[src/core/irc_pkg.sv]
// package for the infrared carrier generator: register map, fields, timing
package irc_pkg;
   // register byte addresses
   localparam logic [11:0] IRC_CTRL_ADDR = 12'h000;
   localparam logic [11:0] IRC_TMR_ADDR = 12'h004;
   localparam logic [11:0] IRC_STAT_ADDR = 12'h008;
   // control register fields
   localparam int IRC_EN_BIT = 0;
   localparam int IRC_SEL_LO_BIT = 1;
   localparam int IRC_SEL_HI_BIT = 2;
   localparam logic [1:0] IRC_SEL_RESET = 2'h0;
   localparam logic [7:0] IRC_TMR_RESET = 8'h00;
   // clocks in kHz
   localparam int IRC_PCLK_KHZ = 250000;
   localparam int IRC_SYS_KHZ = 455;
   localparam int IRC_F38_KHZ = 38;
   localparam int IRC_F57_KHZ = 57;
   // derived cycle counts
   localparam int IRC_SYS_DIV = IRC_PCLK_KHZ / IRC_SYS_KHZ;
   localparam int IRC_P38 = IRC_PCLK_KHZ / IRC_F38_KHZ;
   localparam int IRC_P57 = IRC_PCLK_KHZ / IRC_F57_KHZ;
   localparam int IRC_P38_THIRD = IRC_P38 / 3;
   localparam int IRC_P38_HALF = IRC_P38 / 2;
   localparam int IRC_P57_HALF = IRC_P57 / 2;
   typedef enum logic [1:0] {
      IRC_SEL_38_THIRD = 2'h0,
      IRC_SEL_38_HALF = 2'h1,
      IRC_SEL_57_HALF = 2'h2,
      IRC_SEL_RSVD = 2'h3
   } irc_sel_t;
   // build-time source choice
   typedef enum logic {
      IRC_SRC_FIXED = 1'b0,
      IRC_SRC_TIMER = 1'b1
   } irc_src_t;
endpackage

[src/core/irc_carrier.sv]
// infrared carrier generator with apb register slave
// Summary of operation
// RL1 - the carrier pin is held low during reset and right after it.
// RL2 - the pin source is a build-time parameter, fixed or timer, never changed at run time.
// RL3 - the fixed carrier starts at 38kHz one-third duty after reset.
// RL4 - two select bits choose 38kHz 1/3, 38kHz 1/2 or 57kHz 1/2 duty.
// RL5 - in timer mode an 8-bit counter reloaded from a loaded setting at each overflow makes the carrier.
// RL6 - a software enable bit gates the carrier onto the pin in either mode.
// RL7 - the timer mode at a 455kHz base spans about 0.9kHz to 228kHz.
// RL8 - select code 00 is 38kHz 1/3, 01 is 38kHz 1/2, 10 is 57kHz 1/2, 11 acts as 00.
//
// The implementer's own choices: the APB register port and the placing of the registers.
`timescale 1ns/1ns
`default_nettype none
module irc_carrier
   import irc_pkg::*;
#(
   parameter irc_pkg::irc_src_t SOURCE = irc_pkg::IRC_SRC_FIXED,
   parameter int SYS_DIV = irc_pkg::IRC_SYS_DIV,
   parameter int P38 = irc_pkg::IRC_P38,
   parameter int P57 = irc_pkg::IRC_P57
) (
   // clock and reset
   input wire logic pclk,
   input wire logic presetn,
   // apb slave
   input wire logic psel,
   input wire logic penable,
   input wire logic pwrite,
   input wire logic [11:0] paddr,
   input wire logic [31:0] pwdata,
   output logic [31:0] prdata,
   output logic pready,
   output logic pslverr,
   // carrier pin
   output logic carrier_out_pin
);
   import irc_pkg::*;

   localparam int CW = 20;
   localparam logic [CW-1:0] C38 = CW'(P38 - 1);
   localparam logic [CW-1:0] C57 = CW'(P57 - 1);
   localparam logic [CW-1:0] T38 = CW'(P38 / 3);
   localparam logic [CW-1:0] H38 = CW'(P38 / 2);
   localparam logic [CW-1:0] H57 = CW'(P57 / 2);
   localparam logic [9:0] SDIV = 10'(SYS_DIV - 1);

   // control register state
   logic carrier_enable_flag, next_enable;
   logic carrier_select_hi, next_sel_hi;
   logic carrier_select_lo, next_sel_lo;
   logic [7:0] tmr_setting, next_tmr_setting;
   logic [31:0] next_prdata;

   wire logic acc = psel && penable;
   wire logic wr = acc && pwrite;
   wire logic hit = paddr == IRC_CTRL_ADDR || paddr == IRC_TMR_ADDR
      || paddr == IRC_STAT_ADDR;

   // carrier generator state
   logic [CW-1:0] fcnt, next_fcnt;
   logic [9:0] sdiv, next_sdiv;
   logic [7:0] tcnt, next_tcnt;
   logic tgl, next_tgl;
   logic carrier_raw;
   logic next_pin;

   // zero-wait slave: answer in the access cycle
   assign pready = 1'b1;
   // unmapped offsets answer with an error and the write is dropped
   assign pslverr = acc && !hit;

   always_comb begin
      next_enable = carrier_enable_flag;
      next_sel_hi = carrier_select_hi;
      next_sel_lo = carrier_select_lo;
      next_tmr_setting = tmr_setting;
      next_prdata = prdata;
      if (wr && paddr == IRC_CTRL_ADDR) begin
         next_enable = pwdata[IRC_EN_BIT]; // see RL6
         next_sel_lo = pwdata[IRC_SEL_LO_BIT]; // see RL4
         next_sel_hi = pwdata[IRC_SEL_HI_BIT];
      end
      if (wr && paddr == IRC_TMR_ADDR) begin
         next_tmr_setting = pwdata[7:0]; // see RL5
      end
      if (psel && !penable && !pwrite) begin
         next_prdata = 32'h0;
         case (paddr)
            IRC_CTRL_ADDR: begin
               next_prdata[IRC_EN_BIT] = carrier_enable_flag;
               next_prdata[IRC_SEL_LO_BIT] = carrier_select_lo;
               next_prdata[IRC_SEL_HI_BIT] = carrier_select_hi;
            end
            IRC_TMR_ADDR: begin
               next_prdata[7:0] = tmr_setting;
            end
            IRC_STAT_ADDR: begin
               next_prdata[0] = carrier_out_pin;
               next_prdata[1] = SOURCE == IRC_SRC_TIMER;
               next_prdata[15:8] = tcnt;
            end
            default: begin
               next_prdata = 32'h0;
            end
         endcase
      end
   end

   always_ff @(posedge pclk or negedge presetn) begin
      if (!presetn) begin
         carrier_enable_flag <= 1'b0;
         carrier_select_hi <= IRC_SEL_RESET[1]; // see RL3
         carrier_select_lo <= IRC_SEL_RESET[0];
         tmr_setting <= IRC_TMR_RESET;
         prdata <= 32'h0;
      end else begin
         carrier_enable_flag <= next_enable;
         carrier_select_hi <= next_sel_hi;
         carrier_select_lo <= next_sel_lo;
         tmr_setting <= next_tmr_setting;
         prdata <= next_prdata;
      end
   end

   // select bits come out of reset at the default carrier
   sel_reset_a: assert property (@(posedge pclk) // see RL3
      $rose(presetn) |-> {carrier_select_hi, carrier_select_lo} == IRC_SEL_RESET)
      else $error("select bits not at default after reset");
   // a control write lands at the access edge
   ctrl_write_a: assert property (@(posedge pclk) disable iff (!presetn) // see RL6
      wr && paddr == IRC_CTRL_ADDR |=> carrier_enable_flag == $past(pwdata[IRC_EN_BIT])
      && carrier_select_lo == $past(pwdata[IRC_SEL_LO_BIT])
      && carrier_select_hi == $past(pwdata[IRC_SEL_HI_BIT]))
      else $error("control write not stored");
   // the timer setting lands at the access edge
   tmr_write_a: assert property (@(posedge pclk) disable iff (!presetn) // see RL5
      wr && paddr == IRC_TMR_ADDR |=> tmr_setting == $past(pwdata[7:0]))
      else $error("timer setting write not stored");

   // fixed and timer carrier sources
   always_comb begin
      logic [CW-1:0] per;
      logic [CW-1:0] hi;
      per = C38;
      hi = T38;
      case (irc_sel_t'({carrier_select_hi, carrier_select_lo}))
         IRC_SEL_38_HALF: begin
            per = C38; // see RL8
            hi = H38;
         end
         IRC_SEL_57_HALF: begin
            per = C57; // see RL4
            hi = H57;
         end
         default: begin
            per = C38; // see RL8
            hi = T38;
         end
      endcase
      // wrap counters; the casts drop the carry on purpose
      next_fcnt = (fcnt >= per) ? '0 : CW'(fcnt + 1'b1);
      next_sdiv = (sdiv == SDIV) ? '0 : 10'(sdiv + 1'b1);
      next_tcnt = tcnt;
      next_tgl = tgl;
      // 455kHz tick drives the 8-bit counter; overflow toggles a divide-by-2
      // tcnt free-runs while off, so the first half wave after enable is short
      if (sdiv == SDIV) begin
         if (tcnt == 8'hFF) begin
            next_tcnt = tmr_setting; // see RL5
            next_tgl = !tgl; // see RL7
         end else begin
            next_tcnt = 8'(tcnt + 8'h01);
         end
      end
      if (SOURCE == IRC_SRC_TIMER) begin
         carrier_raw = tgl; // see RL2
      end else begin
         carrier_raw = fcnt < hi;
      end
      // restart fcnt and tgl while off so the fixed waveform begins cleanly
      if (!carrier_enable_flag) begin
         next_fcnt = '0;
         next_tgl = 1'b0;
      end
      next_pin = carrier_enable_flag && carrier_raw; // see RL6
   end

   always_ff @(posedge pclk or negedge presetn) begin
      if (!presetn) begin
         fcnt <= '0;
         sdiv <= '0;
         tcnt <= '0;
         tgl <= 1'b0;
         carrier_out_pin <= 1'b0; // see RL1
      end else begin
         fcnt <= next_fcnt;
         sdiv <= next_sdiv;
         tcnt <= next_tcnt;
         tgl <= next_tgl;
         carrier_out_pin <= next_pin;
      end
   end

   // pin low whenever disabled, one cycle after the register says so
   pin_off_a: assert property (@(posedge pclk) disable iff (!presetn) // see RL6
      !carrier_enable_flag |=> !carrier_out_pin)
      else $error("carrier pin high while disabled");
   // at the first clock after reset release the pin is low
   reset_low_a: assert property (@(posedge pclk) // see RL1
      $rose(presetn) |-> !carrier_out_pin)
      else $error("carrier pin not low after reset");

   // the fixed counter never runs past the longest period
   fcnt_bound_a: assert property (@(posedge pclk) disable iff (!presetn) // see RL4
      (fcnt <= C38) || (fcnt <= C57))
      else $error("fixed carrier counter out of range");
   // 57kHz code: pin high while the count is below half the short period
   fast_code_a: assert property (@(posedge pclk) disable iff (!presetn) // see RL4
      SOURCE == IRC_SRC_FIXED && carrier_enable_flag
      && irc_sel_t'({carrier_select_hi, carrier_select_lo}) == IRC_SEL_57_HALF
      |=> carrier_out_pin == ($past(fcnt) < H57))
      else $error("57kHz carrier shape wrong");
   // reserved code must shape the pin exactly like the default code
   rsvd_code_a: assert property (@(posedge pclk) disable iff (!presetn) // see RL8
      SOURCE == IRC_SRC_FIXED && carrier_enable_flag
      && irc_sel_t'({carrier_select_hi, carrier_select_lo}) == IRC_SEL_RSVD
      |=> carrier_out_pin == ($past(fcnt) < T38))
      else $error("reserved code not shaped as default");
endmodule // irc_carrier
`default_nettype wire

[config.mk]
export PLATFORM = sky130hd
export DESIGN_NAME = irc_carrier
export DESIGN_NICKNAME = d
export VERILOG_FILES = /design/src/core/irc_pkg.sv /design/src/core/irc_carrier.sv
export SDC_FILE = /design/constraint.sdc
export NUM_CORES = 1
export LEC_CHECK = 0
export BUFFER_PORTS_ARGS = -buffer_cell sky130_fd_sc_hd__buf_2
export CAP_MARGIN = 25
export CORE_UTILIZATION = 54
export DETAILED_ROUTE_END_ITERATION = 8
export PLACE_DENSITY = 0.85
export SLEW_MARGIN = 20
export SYNTH_ARGS = -nofsm -noshare
export SYNTH_HDL_FRONTEND = slang
export SYNTH_SLANG_ARGS = --single-unit
[constraint.sdc]
create_clock -name pclk -period 5.7 [get_ports pclk]
set_clock_uncertainty 0.1 [all_clocks]
set_input_delay 0 -clock pclk [delete_from_list [all_inputs] [get_ports pclk]]
set_output_delay 0 -clock pclk [all_outputs]
set_load 0.1 [all_outputs]
==> results.toml <==
[synthesis]
netlist_area_um2 = 3330
yosysWarnings = 0
synth-compound-area-share = 0.130
synth_fa_ha_area_frac = 0.0301
synth_seq_area_share = 0.497
yosys-top-cells-count = "dfrtp_1, nand2_1, buf_4"
netlist_instances = 303
ys_types = 49
synthMuxAreaShare = 0.0557
synth-edff-count = 0
synthSimpleGateAreaFrac = 0.172
async_reset_ff_frac = 1.00
synth.most_common_cell = "dfrtp_1"
synth.top_cell.area_share = 0.497
synth_top_family_by_area = "simple AND/OR/NAND/NOR gates"
yosysTopAreaCell = "dfrtp_1"
yosys-top-cells-area = "dfrtp_1, mux2_2, buf_4"
synthXorXnorAreaFrac = 0.0500
synth_top_flop_cell = "dfrtp_1"
avgSynthCellArea_um2 = 11.0
ys_seq_elements = 66

[setup_path]
cp-end-kind = "flip-flop"
startpoint_type = "input pin"
cp_data_required_time_ps = 5830
arrival_ps = 2580
r2r_end = "fcnt[6]"
slowest_stage = "dlygate4sd3_1"
crit_buf_inv = 4
critPathMaxStageDelay_ps = 640
crit_top_cell = "dlygate4sd3_1"
r2r_start = "carrier_select_lo"
worst-path-stages = 7
crit_type = "in2reg"
critPathTopFamily = "buffers and inverters"
crit_chain = "dlygate4sd3_1, buf_2, nor4_4, dlygate4sd3_1, nand3_2, dlygate4sd3_1, o41ai_1"
ff2ff_setup_slack_ps = 3490
crit_fanout = 3
r2r_cells = 6

[cts]
cts_tree = "done"
cts_max_level = 3
cts_buffers = 9
path_clk_slew_ps = 70
cts_max_path_buffers = 2
clock-sinks = 66
cts_resized = 0
cts_root_buf = "clkbuf_8"
worstSkewPairLatency_ps = 340

[floorplanning]
die_area_um2 = 6480
start_util = 0.562
num_rows = 28
io_pins = 84
core_area_um2 = 5920
fp.dieH_um = 80.5
dieWidth_um = 80.5

[routing]
totalWireLength_um = 6880
via_per_inst = 5.70
num_vias = 2527
drtIter0Drc = 246
drt_pass1_iterations = 4
drtAntennaViolNets = 0
wl_per_cell_um = 15.5
route.detailed.drc = 0

[placed_design]
place_congestion = 0.805
io_buffers = 42
dpl.hpwl_um = 4470
placedInstanceArea_um2 = 3540

[cells_and_area]
nets = 422
multi_input_area_um2 = 1560
diodes = 0
syn_to_final_growth_pct = 16.4
ff_latch_area_um2 = 1650
fill_cells = 412
design_area_um2 = 3870
drive_gt1_frac = 0.215
fin_util = 0.654

[timing]
finalSetupViolations = 0
hold_viol = 0
fin_crit_ps = 2440
post-route-period-util = 0.428
setup_tns_ps = 0
rsz0062_at_grt = "false"
slew_headroom = 0.464
worst_pin_slew_ps = 805
slew_viol_final = 0
fmax_mhz = 410

[global_route]
grt_pass1_wl_um = 11200
antenna_found_initial = 0
grt_use_total = 0.234
grt_pass1_vias = 2363
grt_overflow = 0
grt_max_degree = 67

[worst_hold_path]
hold_depth = 3
hold_end = "prdata[2]"
hold_path_class = "in2reg"
min-delay-start = "paddr[2]"

[power]
p_leak_nw = 1.78
power_density_nw_per_um2 = 237
ir_worst_vdd_mv = 0.217

[outcome]
status = "finished clean"

[run]
cap_violations = 0
==> per-stage QoR <==
| stage | setup slack [ps] | power, mW | hold WS (ps) | cells |
|---|---|---|---|---|
| 2_1_floorplan | 3710 | 0.548 | -396 | 325 |
| 3_3_place_gp | 3570 | 0.559 | 116 | 414 |
| 3_5_place_dp | 3500 | 0.560 | 123 | 414 |
| 4_1_cts | 3320 | 0.924 | 2.57 | 443 |
| 5_1_grt | 3160 | 0.948 | 38.1 | 443 |
| 6_report | 3260 | 0.918 | 9.48 | 443 |
==> layer usage <==
metal  track usage  vias to the layer above  wire (µm)  part of all wire
li1              -                     1193          -                 -
met1         0.297                     1229       2980              0.43
met2         0.370                       91       3350              0.49
met3        0.0523                       14        397             0.058
met4         0.125                        0        158             0.023
met5             0                        -          0                 0
==> layout by cell type, fill, tap and decap left out, types with 8 or more instances in the layout <==
cell type      count
dfrtp_1           66
buf_2             42
conb_1            24
nand2_1           23
nor2_1            16
dlygate4sd3_1     15
nand3_1           14
a211oi_1          13
a22o_1            13
mux2_2            12
xor2_1            11
clkbuf_8           9
inv_1              8
xnor2_1            8
ha_1               8
==> cells by family (layout without fill, tap and decap cells) <==
group | count (synthesis) | after routing
multiplexers | 17 | 17
other | 2 | 24
adder cells (fa/ha/maj) | 8 | 8
XOR/XNOR | 19 | 19
AND/OR/NAND/NOR | 96 | 96
flip-flops | 66 | 66
buffers and inverters | 37 | 80
AO/OA/AOI/OAI | 58 | 58
==> worst max path at each step <==
| stage | from | end | slack [ps] |
|---|---|---|---|
| after detailed placement | carrier_select_lo | fcnt[12] | 3500 |
| after global routing | paddr[8] | prdata[1] | 3160 |
| after floorplan | carrier_select_lo | fcnt[10] | 3710 |
| after CTS | paddr[8] | prdata[2] | 3320 |
| after global placement | carrier_select_lo | fcnt[12] | 3570 |
| final | paddr[8] | prdata[2] | 3260 |
==> sequential cells by signal (all words and copies together) (netlist names) <==
signal,count
fcnt,20
prdata,16
sdiv,10
tcnt,8
tmr_setting,8
carrier_enable_flag,1
carrier_out_pin,1
carrier_select_hi,1
carrier_select_lo,1
==> repair_timing <==
| item | 4_1_cts | 5_1_grt |
|---|---|---|
| setup buffers | 0 | 0 |
| hold buffers | 15 | 0 |
| endpoints found under the hold margin | 80 | 0 |
| setup endpoints to repair | 0 | 0 |
==> area by class of cell <==
cell class	instances	area share
clock buffer	10	0.0330
clock inverter	4	0.0116
inverter	8	0.00775
multi-input combinational	222	0.402
sequential	66	0.426
tap	75	0.0242
timing repair buffer	58	0.0950
==> tightest hold or removal path: stages <==
cell and delay (ps):
buf_2 170, mux2i_1 170, o41ai_1 70
==> power by group <==
part,switching (mW),internal (mW)
Sequential,0.000754,0.471
Combinational,0.0728,0.0148
Clock,0.164,0.195
Power figures use the tool's default switching activity.
